### src/include/restore_defs.vh
// constants of the parameter restore command handler
`ifndef RESTORE_DEFS_VH
`define RESTORE_DEFS_VH
`define CMD_CLASS          8'h64
`define CMD_ATTR           8'h00
`define INST_RESTORE_KEY   16'h0016
`define KEY_ETHERNET       32'h0000165b
`define KEY_RS232          32'h00001cae
`define KEY_NON_AXIS       32'h00007405
`define KEY_AXIS           32'h00008137
`define GRP_ETHERNET       2'h0
`define GRP_RS232          2'h1
`define GRP_NON_AXIS       2'h2
`define GRP_AXIS           2'h3
`define TYPE_U8            2'h0
`define TYPE_U16           2'h1
`define TYPE_U32           2'h2
`define TYPE_STR           2'h3
`define ST_OK              8'h00
`define ST_BAD_PATH        8'h05
`define ST_DENIED          8'h0f
`define ST_BAD_VALUE       8'h09
`define ST_BAD_LEN         8'h15
`define ST_NOT_READABLE    8'h2c
`endif

### src/hw/param_store.v
// parameter table with working and nonvolatile_store copies
`timescale 1ns/100ps
`include "restore_defs.vh"
module param_store #(
  parameter DEPTH = 32,
  parameter AW    = 5
) (
  input  wire          clk_in,
  input  wire          rst_in,
  input  wire          wr_in,
  input  wire [AW-1:0] waddr_in,
  input  wire [31:0]   wdata_in,
  input  wire          nv_wr_in,
  input  wire [AW-1:0] raddr_in,
  output wire [31:0]   rdata_out,
  input  wire          load_in,
  input  wire [AW-1:0] load_addr_in
);
  reg [31:0] work_r [0:DEPTH-1];
  reg [31:0] nonvolatile_store [0:DEPTH-1];
  integer i;
  assign rdata_out = work_r[raddr_in];
  // ======================================
  // storage
  always @(posedge clk_in or posedge rst_in) begin
    if (rst_in) begin
      for (i = 0; i < DEPTH; i = i + 1) begin
        work_r[i] <= 32'h00000000;
      end
    end else if (load_in) begin
      work_r[load_addr_in] <= nonvolatile_store[load_addr_in];
    end else if (wr_in) begin
      work_r[waddr_in] <= wdata_in;
    end
  end
  always @(posedge clk_in) begin
    if (wr_in && nv_wr_in) begin
      nonvolatile_store[waddr_in] <= wdata_in;
    end
  end
endmodule

### src/hw/restore_cmd_handler.v
// command handler for class 64h explicit messages with restore key decode
// Functional notes
// a command is taken only with class 100 and attribute zero, the instance picks the command.
// each value is carried as 8, 16 or 32 bits or as a string per its data type.
// mode-dependent commands are refused outside their permitted operating modes.
// storable commands are kept in nonvolatile store and reloaded at power-up.
// communication-setting commands are writable only through the network channel.
// the restore key is write only, refuses reads and is never stored.
// key 165b reloads the Ethernet communication settings.
// key 1cae reloads the RS232 communication settings.
// key 7405 reloads non-axis parameters and key 8137 the axis parameters.
// any other key changes nothing and answers invalid value.
`timescale 1ns/100ps
`include "restore_defs.vh"
module restore_cmd_handler #(
  parameter DEPTH = 32,
  parameter AW    = 5
) (
  input  wire        clk_in,
  input  wire        rst_in,
  input  wire        req_in,
  input  wire        write_in,
  input  wire        net_chan_in,
  input  wire [7:0]  class_in,
  input  wire [7:0]  attr_in,
  input  wire [15:0] inst_in,
  input  wire [2:0]  len_in,
  input  wire [31:0] wdata_in,
  input  wire [3:0]  op_mode_in,
  output reg         ack_out,
  output reg  [7:0]  status_out,
  output reg  [31:0] rdata_out,
  output reg         busy_out,
  output reg         restore_done_out,
  output reg  [1:0]  restore_group_out
);
  localparam S_BOOT = 2'h0;
  localparam S_IDLE = 2'h1;
  localparam S_LOAD = 2'h2;
  // entry attributes: type, present, readable, writable, storable, mode-dependent, comm setting
  function [7:0] attr_of;
    input [AW-1:0] idx;
    begin
      case (idx[2:0])
        3'h0: attr_of = {`TYPE_U8,  6'b110000};
        3'h1: attr_of = {`TYPE_U16, 6'b111000};
        3'h2: attr_of = {`TYPE_U32, 6'b111100};
        3'h3: attr_of = {`TYPE_U32, 6'b111010};
        3'h4: attr_of = {`TYPE_STR, 6'b110000};
        default: attr_of = {`TYPE_U16, 6'b111000};
      endcase
      // ethernet and rs232 groups are comm settings
      attr_of[0] = ~idx[AW-1];
    end
  endfunction
  // group that an entry belongs to
  function [1:0] group_of;
    input [AW-1:0] idx;
    begin
      group_of = idx[AW-1:AW-2];
    end
  endfunction
  function [2:0] width_of;
    input [1:0] t;
    begin
      case (t)
        `TYPE_U8:  width_of = 3'h1;
        `TYPE_U16: width_of = 3'h2;
        `TYPE_U32: width_of = 3'h4;
        default:   width_of = 3'h4;
      endcase
    end
  endfunction
  // value cut to the width of its data type
  function [31:0] fit_of;
    input [1:0]  t;
    input [31:0] v;
    begin
      case (t)
        `TYPE_U8:  fit_of = {24'h000000, v[7:0]};
        `TYPE_U16: fit_of = {16'h0000, v[15:0]};
        default:   fit_of = v;
      endcase
    end
  endfunction
  reg  [1:0]    state_r;
  reg  [AW-1:0] ptr_r;
  reg  [1:0]    grp_r;
  reg           all_r;
  reg           wr;
  reg  [31:0]   wval;
  wire [AW-1:0] idx = inst_in[AW-1:0];
  wire [7:0]    at = attr_of(idx);
  wire [1:0]    dtype = at[7:6];
  wire [31:0]   pdata;
  wire [7:0]    ld_at = attr_of(ptr_r);
  // only storable entries are recalled
  wire          load = ld_at[2] && ((state_r == S_BOOT) ||
                       (state_r == S_LOAD && group_of(ptr_r) == grp_r));
  param_store #(.DEPTH(DEPTH), .AW(AW)) u_store (
    .clk_in       (clk_in),
    .rst_in       (rst_in),
    .wr_in        (wr),
    .waddr_in     (idx),
    .wdata_in     (wval),
    .nv_wr_in     (at[2]),
    .raddr_in     (idx),
    .rdata_out    (pdata),
    .load_in      (load),
    .load_addr_in (ptr_r)
  );
  // ======================================
  // request decode
  reg [7:0] st;
  reg       key_ok;
  reg [1:0] key_grp;
  always @* begin
    st      = `ST_OK;
    wr      = 1'b0;
    key_ok  = 1'b0;
    key_grp = `GRP_ETHERNET;
    // width per data type
    wval    = fit_of(dtype, wdata_in);
    // class and attribute check
    if (class_in != `CMD_CLASS || attr_in != `CMD_ATTR) begin
      st = `ST_BAD_PATH;
    end else if (inst_in == `INST_RESTORE_KEY) begin
      // write only key
      if (!write_in) begin
        st = `ST_NOT_READABLE;
      end else begin
        case (wdata_in)
          // ethernet settings
          `KEY_ETHERNET: begin key_ok = 1'b1; key_grp = `GRP_ETHERNET; end
          // rs232 settings
          `KEY_RS232:    begin key_ok = 1'b1; key_grp = `GRP_RS232; end
          // non-axis and axis
          `KEY_NON_AXIS: begin key_ok = 1'b1; key_grp = `GRP_NON_AXIS; end
          `KEY_AXIS:     begin key_ok = 1'b1; key_grp = `GRP_AXIS; end
          // unknown key
          default:       st = `ST_BAD_VALUE;
        endcase
      end
    end else if (inst_in[15:AW] != {(16-AW){1'b0}}) begin
      st = `ST_BAD_PATH;
    end else if (at[1] && op_mode_in[0]) begin
      // mode-dependent access
      st = `ST_DENIED;
    end else if (write_in) begin
      if (!at[3]) begin
        st = `ST_DENIED;
      end else if (at[0] && !net_chan_in) begin
        // comm settings by network only
        st = `ST_DENIED;
      end else if (dtype != `TYPE_STR && len_in != width_of(dtype)) begin
        st = `ST_BAD_LEN;
      end else begin
        wr = req_in && state_r == S_IDLE;
      end
    end else if (!at[4]) begin
      st = `ST_NOT_READABLE;
    end
  end
  // ======================================
  // sequencing
  always @(posedge clk_in or posedge rst_in) begin
    if (rst_in) begin
      state_r           <= S_BOOT;
      ptr_r             <= {AW{1'b0}};
      grp_r             <= 2'h0;
      all_r             <= 1'b0;
      ack_out           <= 1'b0;
      status_out        <= 8'h00;
      rdata_out         <= 32'h00000000;
      busy_out          <= 1'b1;
      restore_done_out  <= 1'b0;
      restore_group_out <= 2'h0;
    end else begin
      ack_out          <= 1'b0;
      restore_done_out <= 1'b0;
      all_r            <= 1'b0;
      case (state_r)
        // power-up recall
        S_BOOT: begin
          ptr_r <= ptr_r + {{(AW-1){1'b0}}, 1'b1};
          if (ptr_r == DEPTH - 1) begin
            state_r  <= S_IDLE;
            busy_out <= 1'b0;
          end
        end
        S_IDLE: begin
          if (req_in) begin
            ack_out    <= 1'b1;
            status_out <= st;
            rdata_out  <= (write_in || st != `ST_OK) ? 32'h00000000 : fit_of(dtype, pdata);
            if (key_ok && st == `ST_OK) begin
              state_r           <= S_LOAD;
              grp_r             <= key_grp;
              ptr_r             <= {AW{1'b0}};
              busy_out          <= 1'b1;
              restore_group_out <= key_grp;
            end
          end
        end
        S_LOAD: begin
          ptr_r <= ptr_r + {{(AW-1){1'b0}}, 1'b1};
          if (ptr_r == DEPTH - 1) begin
            state_r          <= S_IDLE;
            busy_out         <= 1'b0;
            restore_done_out <= 1'b1;
          end
        end
        default: state_r <= S_IDLE;
      endcase
    end
  end
endmodule

### config.mk
export PLATFORM = sky130hd
export DESIGN_NAME = restore_cmd_handler
export DESIGN_NICKNAME = d
export VERILOG_FILES = /design/src/hw/param_store.v /design/src/hw/restore_cmd_handler.v
export VERILOG_INCLUDE_DIRS = /design/src /design/src/include
export SDC_FILE = /design/constraint.sdc
export NUM_CORES = 2
export LEC_CHECK = 0
export ABC_AREA = 1
export BUFFER_PORTS_ARGS = -buffer_cell sky130_fd_sc_hd__buf_2
export CORE_UTILIZATION = 50
export CTS_BUF_LIST = sky130_fd_sc_hd__clkbuf_4 sky130_fd_sc_hd__clkbuf_8
export CTS_CLUSTER_SIZE = 30
export DETAILED_ROUTE_END_ITERATION = 10
export HOLD_SLACK_MARGIN = 0.08
export PLACE_DENSITY_LB_ADDON = 0.2
export SLEW_MARGIN = 10
export SYNTH_ARGS = -nofsm -noshare
export SYNTH_HDL_FRONTEND = slang
export SYNTH_SLANG_ARGS = --single-unit
### constraint.sdc
create_clock -name clk_in -period 31.6 [get_ports clk_in]
set_clock_uncertainty 0.1 [all_clocks]
set_input_delay 3.16 -clock clk_in [delete_from_list [all_inputs] [get_ports clk_in]]
set_output_delay 3.16 -clock clk_in [all_outputs]
set_load 0.02 [all_outputs]
==> metrics.md <==
| Metric | Value |
|---|---|
| Period minus WS final | `7.81 ns` |
| Fmax | `128 MHz` |
| Core ar. | `0.181 mm²` |
| Met2 WL | `126000 µm` |
| Pins Over Slew Limit | `0` |
| R2R depth | `13` |
| Fraction of layout cells with a size suffix above 1 | `0.0896` |
| FF+latch count, synth | `2098` |
| Global-route wire length before repair | `415000 µm` |
| GRT Util Overall | `0.297` |
| Hold endpoint | `u_store.work_r[880]` |
| Area grow syn2layout | `13.7%` |
| Drt pass-1 iters | `6` |
| Yosys warnings | `0` |
| Grt ovf | `0` |
| Die area | `0.184 mm²` |
| Final cell utilization of the core | `0.572` |
| Vias/cell | `5.48` |
| Pin count of the biggest net entering global routing | `201` |
| Post-CTS Setup Bufs | `0` |
| ANT nets after route | `0` |
| Unrepaired setup endpoints after global routing | `no` |
| CTS Buf Count | `362` |
| DIE HEIGHT | `429 µm` |
| Starting Density | `0.504` |
| Power Density | `55.5 mW/mm²` |
| Final worst slack | `23.79 ns` |
| DR WL/cell | `20.9 µm` |
| Clock Pin Slew Worst Setup and Hold Paths | `0.06 ns` |
| Reg2Reg Launch Point | `ptr_r[0]` |
| Setup violators final | `0` |
| Most frequent CP cell | `nand2_1` |
| Synthesized area per cell | `9.23 µm²` |
| # rows | `156` |
| Vias | `72.6k` |
| Synthesized area | `0.0911 mm²` |
| Uppermost layer routed | `met5` |
| DP Wirelength | `160000 µm` |
| Hold depth | `0` |
| Hold wc startpoint | `u_store.work_r[880]` |
| CTS H-tree depth | `5` |
| Worst setup path class | `in -> reg` |
| Clock Tree Buf Depth | `4` |
| Peak VDD IR | `0.0000467 V` |
| Fin Setup TNS | `0 ns` |
| Fin crit share | `0.247` |
| Number of remaining DRC errors | `0` |
| Synth unique cells | `45` |
| PostCTS Resize Cnt | `0` |
| Worst-Margin Slew | `1.27 ns` |
| DIE WIDTH | `429 µm` |
| Setup WS pre-CTS | `22.99 ns` |
| Clk root buf | `clkbuf_8` |
| CP Data Arrival Time | `8.66 ns` |
| Fillers | `15.9k` |
| WP data required | `32.45 ns` |
| Metal3 WL | `27500 µm` |
| CP startpoint kind | `primary input` |
| Critical path buffers and inverters | `5` |
| Final WL | `276000 µm` |
| Worst-Skew Late Latency | `1.09 ns` |
| Post-Syn Instances | `9872` |
| Placer congestion estimate | `0.925` |
| Commonest non-fill, non-tap cells in the layout | `2930 x nand2_1, 1155 x o21ai_0, 1071 x dfrtp_1` |
| Critical-path top delay cell | `nand2_2` |
| Leading cell type in the layout, fill and taps excluded | `nand2_1` |
| Initial antenna violation count | `14` |
| Worst hold-check path type | `reg -> reg` |
| Port-buffer cells | `115` |
| Number of max-cap violations | `0` |
| Vias in the first global route | `69.8k` |
| Clk sinks | `2098` |
| CP top delay family | `simple AND/OR/NAND/NOR gates` |
| Worst R2R End | `u_store.work_r[420]` |
| Rel. slew slack | `0.152` |
| R2R Setup Slk | `26.06 ns` |
| Outcome | `finished, final reports clean` |
| CP max stage delay | `0.77 ns` |
| Final nets | `10.7k` |
| Critical-path cell list | `buf_2 > nor2_4 > buf_12 > nand2_1 > nand2_2 > nand2_1 > nand2_1 > inv_2 > nand3_2 > nor2_4 > nand2_2 > buf_4 > nand2_8 > buf_4 > nand2_2 > nand2_1 > o21ai_1` |
| CP Capture Type | `flip-flop` |
| Metal1 wirelength | `110000 µm` |
| CTS tree | `done` |
| P_leak | `46.1 nW` |
| CP max FO | `93` |
| I/O pin count | `121` |
| Seq/Total Area, Yosys | `0.633` |
| Final hold vios | `0` |
| DR iter-0 viols | `8287` |
| Post-CTS Hold Buffers | `0` |
-- synth_stat cells, drive strengths merged --
master | number | area share
nand3b | 3 | 0.00029
conb | 1 | 0.000041
ha | 5 | 0.00069
buf | 172 | 0.0098
and2 | 2 | 0.00014
a22oi | 47 | 0.0039
clkbuf | 622 | 0.026
nor3 | 45 | 0.0027
nand2 | 2951 | 0.12
o22ai | 362 | 0.025
a21boi | 35 | 0.0029
o2111ai | 3 | 0.00029
nor3b | 1 | 0.00014
o31ai | 3 | 0.00025
nand4 | 159 | 0.011
nor2 | 1120 | 0.047
inv | 530 | 0.022
xor2 | 1 | 0.000096
o21ai | 1203 | 0.066
nor4 | 2 | 0.00030
clkinv | 7 | 0.00029
dfstp | 1 | 0.00029
o21a | 1 | 0.000082
a21oi | 83 | 0.0046
nand3 | 412 | 0.023
or2 | 3 | 0.00021
edfxtp | 1024 | 0.34
dfrtp | 1073 | 0.29
o41ai | 1 | 0.000096
-- worst max path at each step --
stage	from	to	slack (ns)	cells past startpoint
2_1_floorplan	rst_in	ack_out	13.53	1
3_3_place_gp	inst_in[1]	u_store.work_r[974]	23.01	17
3_5_place_dp	inst_in[1]	u_store.work_r[972]	22.99	17
4_1_cts	inst_in[1]	u_store.work_r[975]	24.11	17
5_1_grt	inst_in[1]	u_store.work_r[974]	23.63	17
6_report	inst_in[1]	u_store.work_r[975]	23.79	17
-- cells by family (layout without fill, tap and decap cells) --
logic type / Yosys count / in the layout / share of synthesized area
adder cells (fa/ha/maj): 5 / 5 / 0.000687
AND/OR/NAND/NOR: 4698 / 4698 / 0.206
AO/OA/AOI/OAI: 1738 / 1738 / 0.103
XOR/XNOR: 1 / 1 / 0.0000962
flip-flops: 2098 / 2098 / 0.633
buffers and inverters: 1331 / 1423 / 0.0575
other: 1 / 910 / 0.0000412
-- metal layers --
| metal | track usage | vias up |
|---|---|---|
| met5 | 0 | - |
| met4 | 0.138 | 4 |
| met3 | 0.0697 | 765 |
| met2 | 0.474 | 3413 |
| met1 | 0.385 | 35200 |
| li1 | - | 33300 |
-- power breakdown --
| part | switching, W | internal, W | leakage, nW |
|---|---|---|---|
| Combinational | 0.000235 | 0.0000550 | 20.4 |
| Sequential | 0.0000224 | 0.00298 | 22.0 |
| Clock | 0.00108 | 0.00136 | 3.77 |
| Total | 0.00134 | 0.00440 | 46.1 |
-- through the flow --
stage	area, µm²	cells	total power [W]	hold WS [ns]
2_1_floorplan	94500	10800	0.00322	0.329
3_3_place_gp	96500	12600	0.00333	0.265
3_5_place_dp	96500	12600	0.00334	0.266
4_1_cts	104000	13200	0.00577	0.278
5_1_grt	104000	13200	0.00593	0.283
6_report	104000	13200	0.00575	0.274
-- area by class of cell --
class / instances / area, µm² / share of cell area
well taps: 2370 / 2970 / 0.0286
inverters: 537 / 2040 / 0.0197
multi-input cells: 7340 / 31900 / 0.308
flip-flops and latches: 2098 / 57600 / 0.557
diodes: 12 / 30.0 / 0.000290
repair buffers: 277 / 1930 / 0.0186
clock inverters: 69 / 445 / 0.00430
clock buffers: 540 / 6610 / 0.0638
-- flip-flops by register name, summed over array words and instances, names as in the netlist --
signal                     cells
u_store.nonvolatile_store   1024
u_store.work_r              1024
rdata_out                     32
status_out                     6
ptr_r                          5
grp_r                          2
state_r                        2
ack_out                        1
busy_out                       1
restore_done_out               1
(Power assumes the default switching activity.)
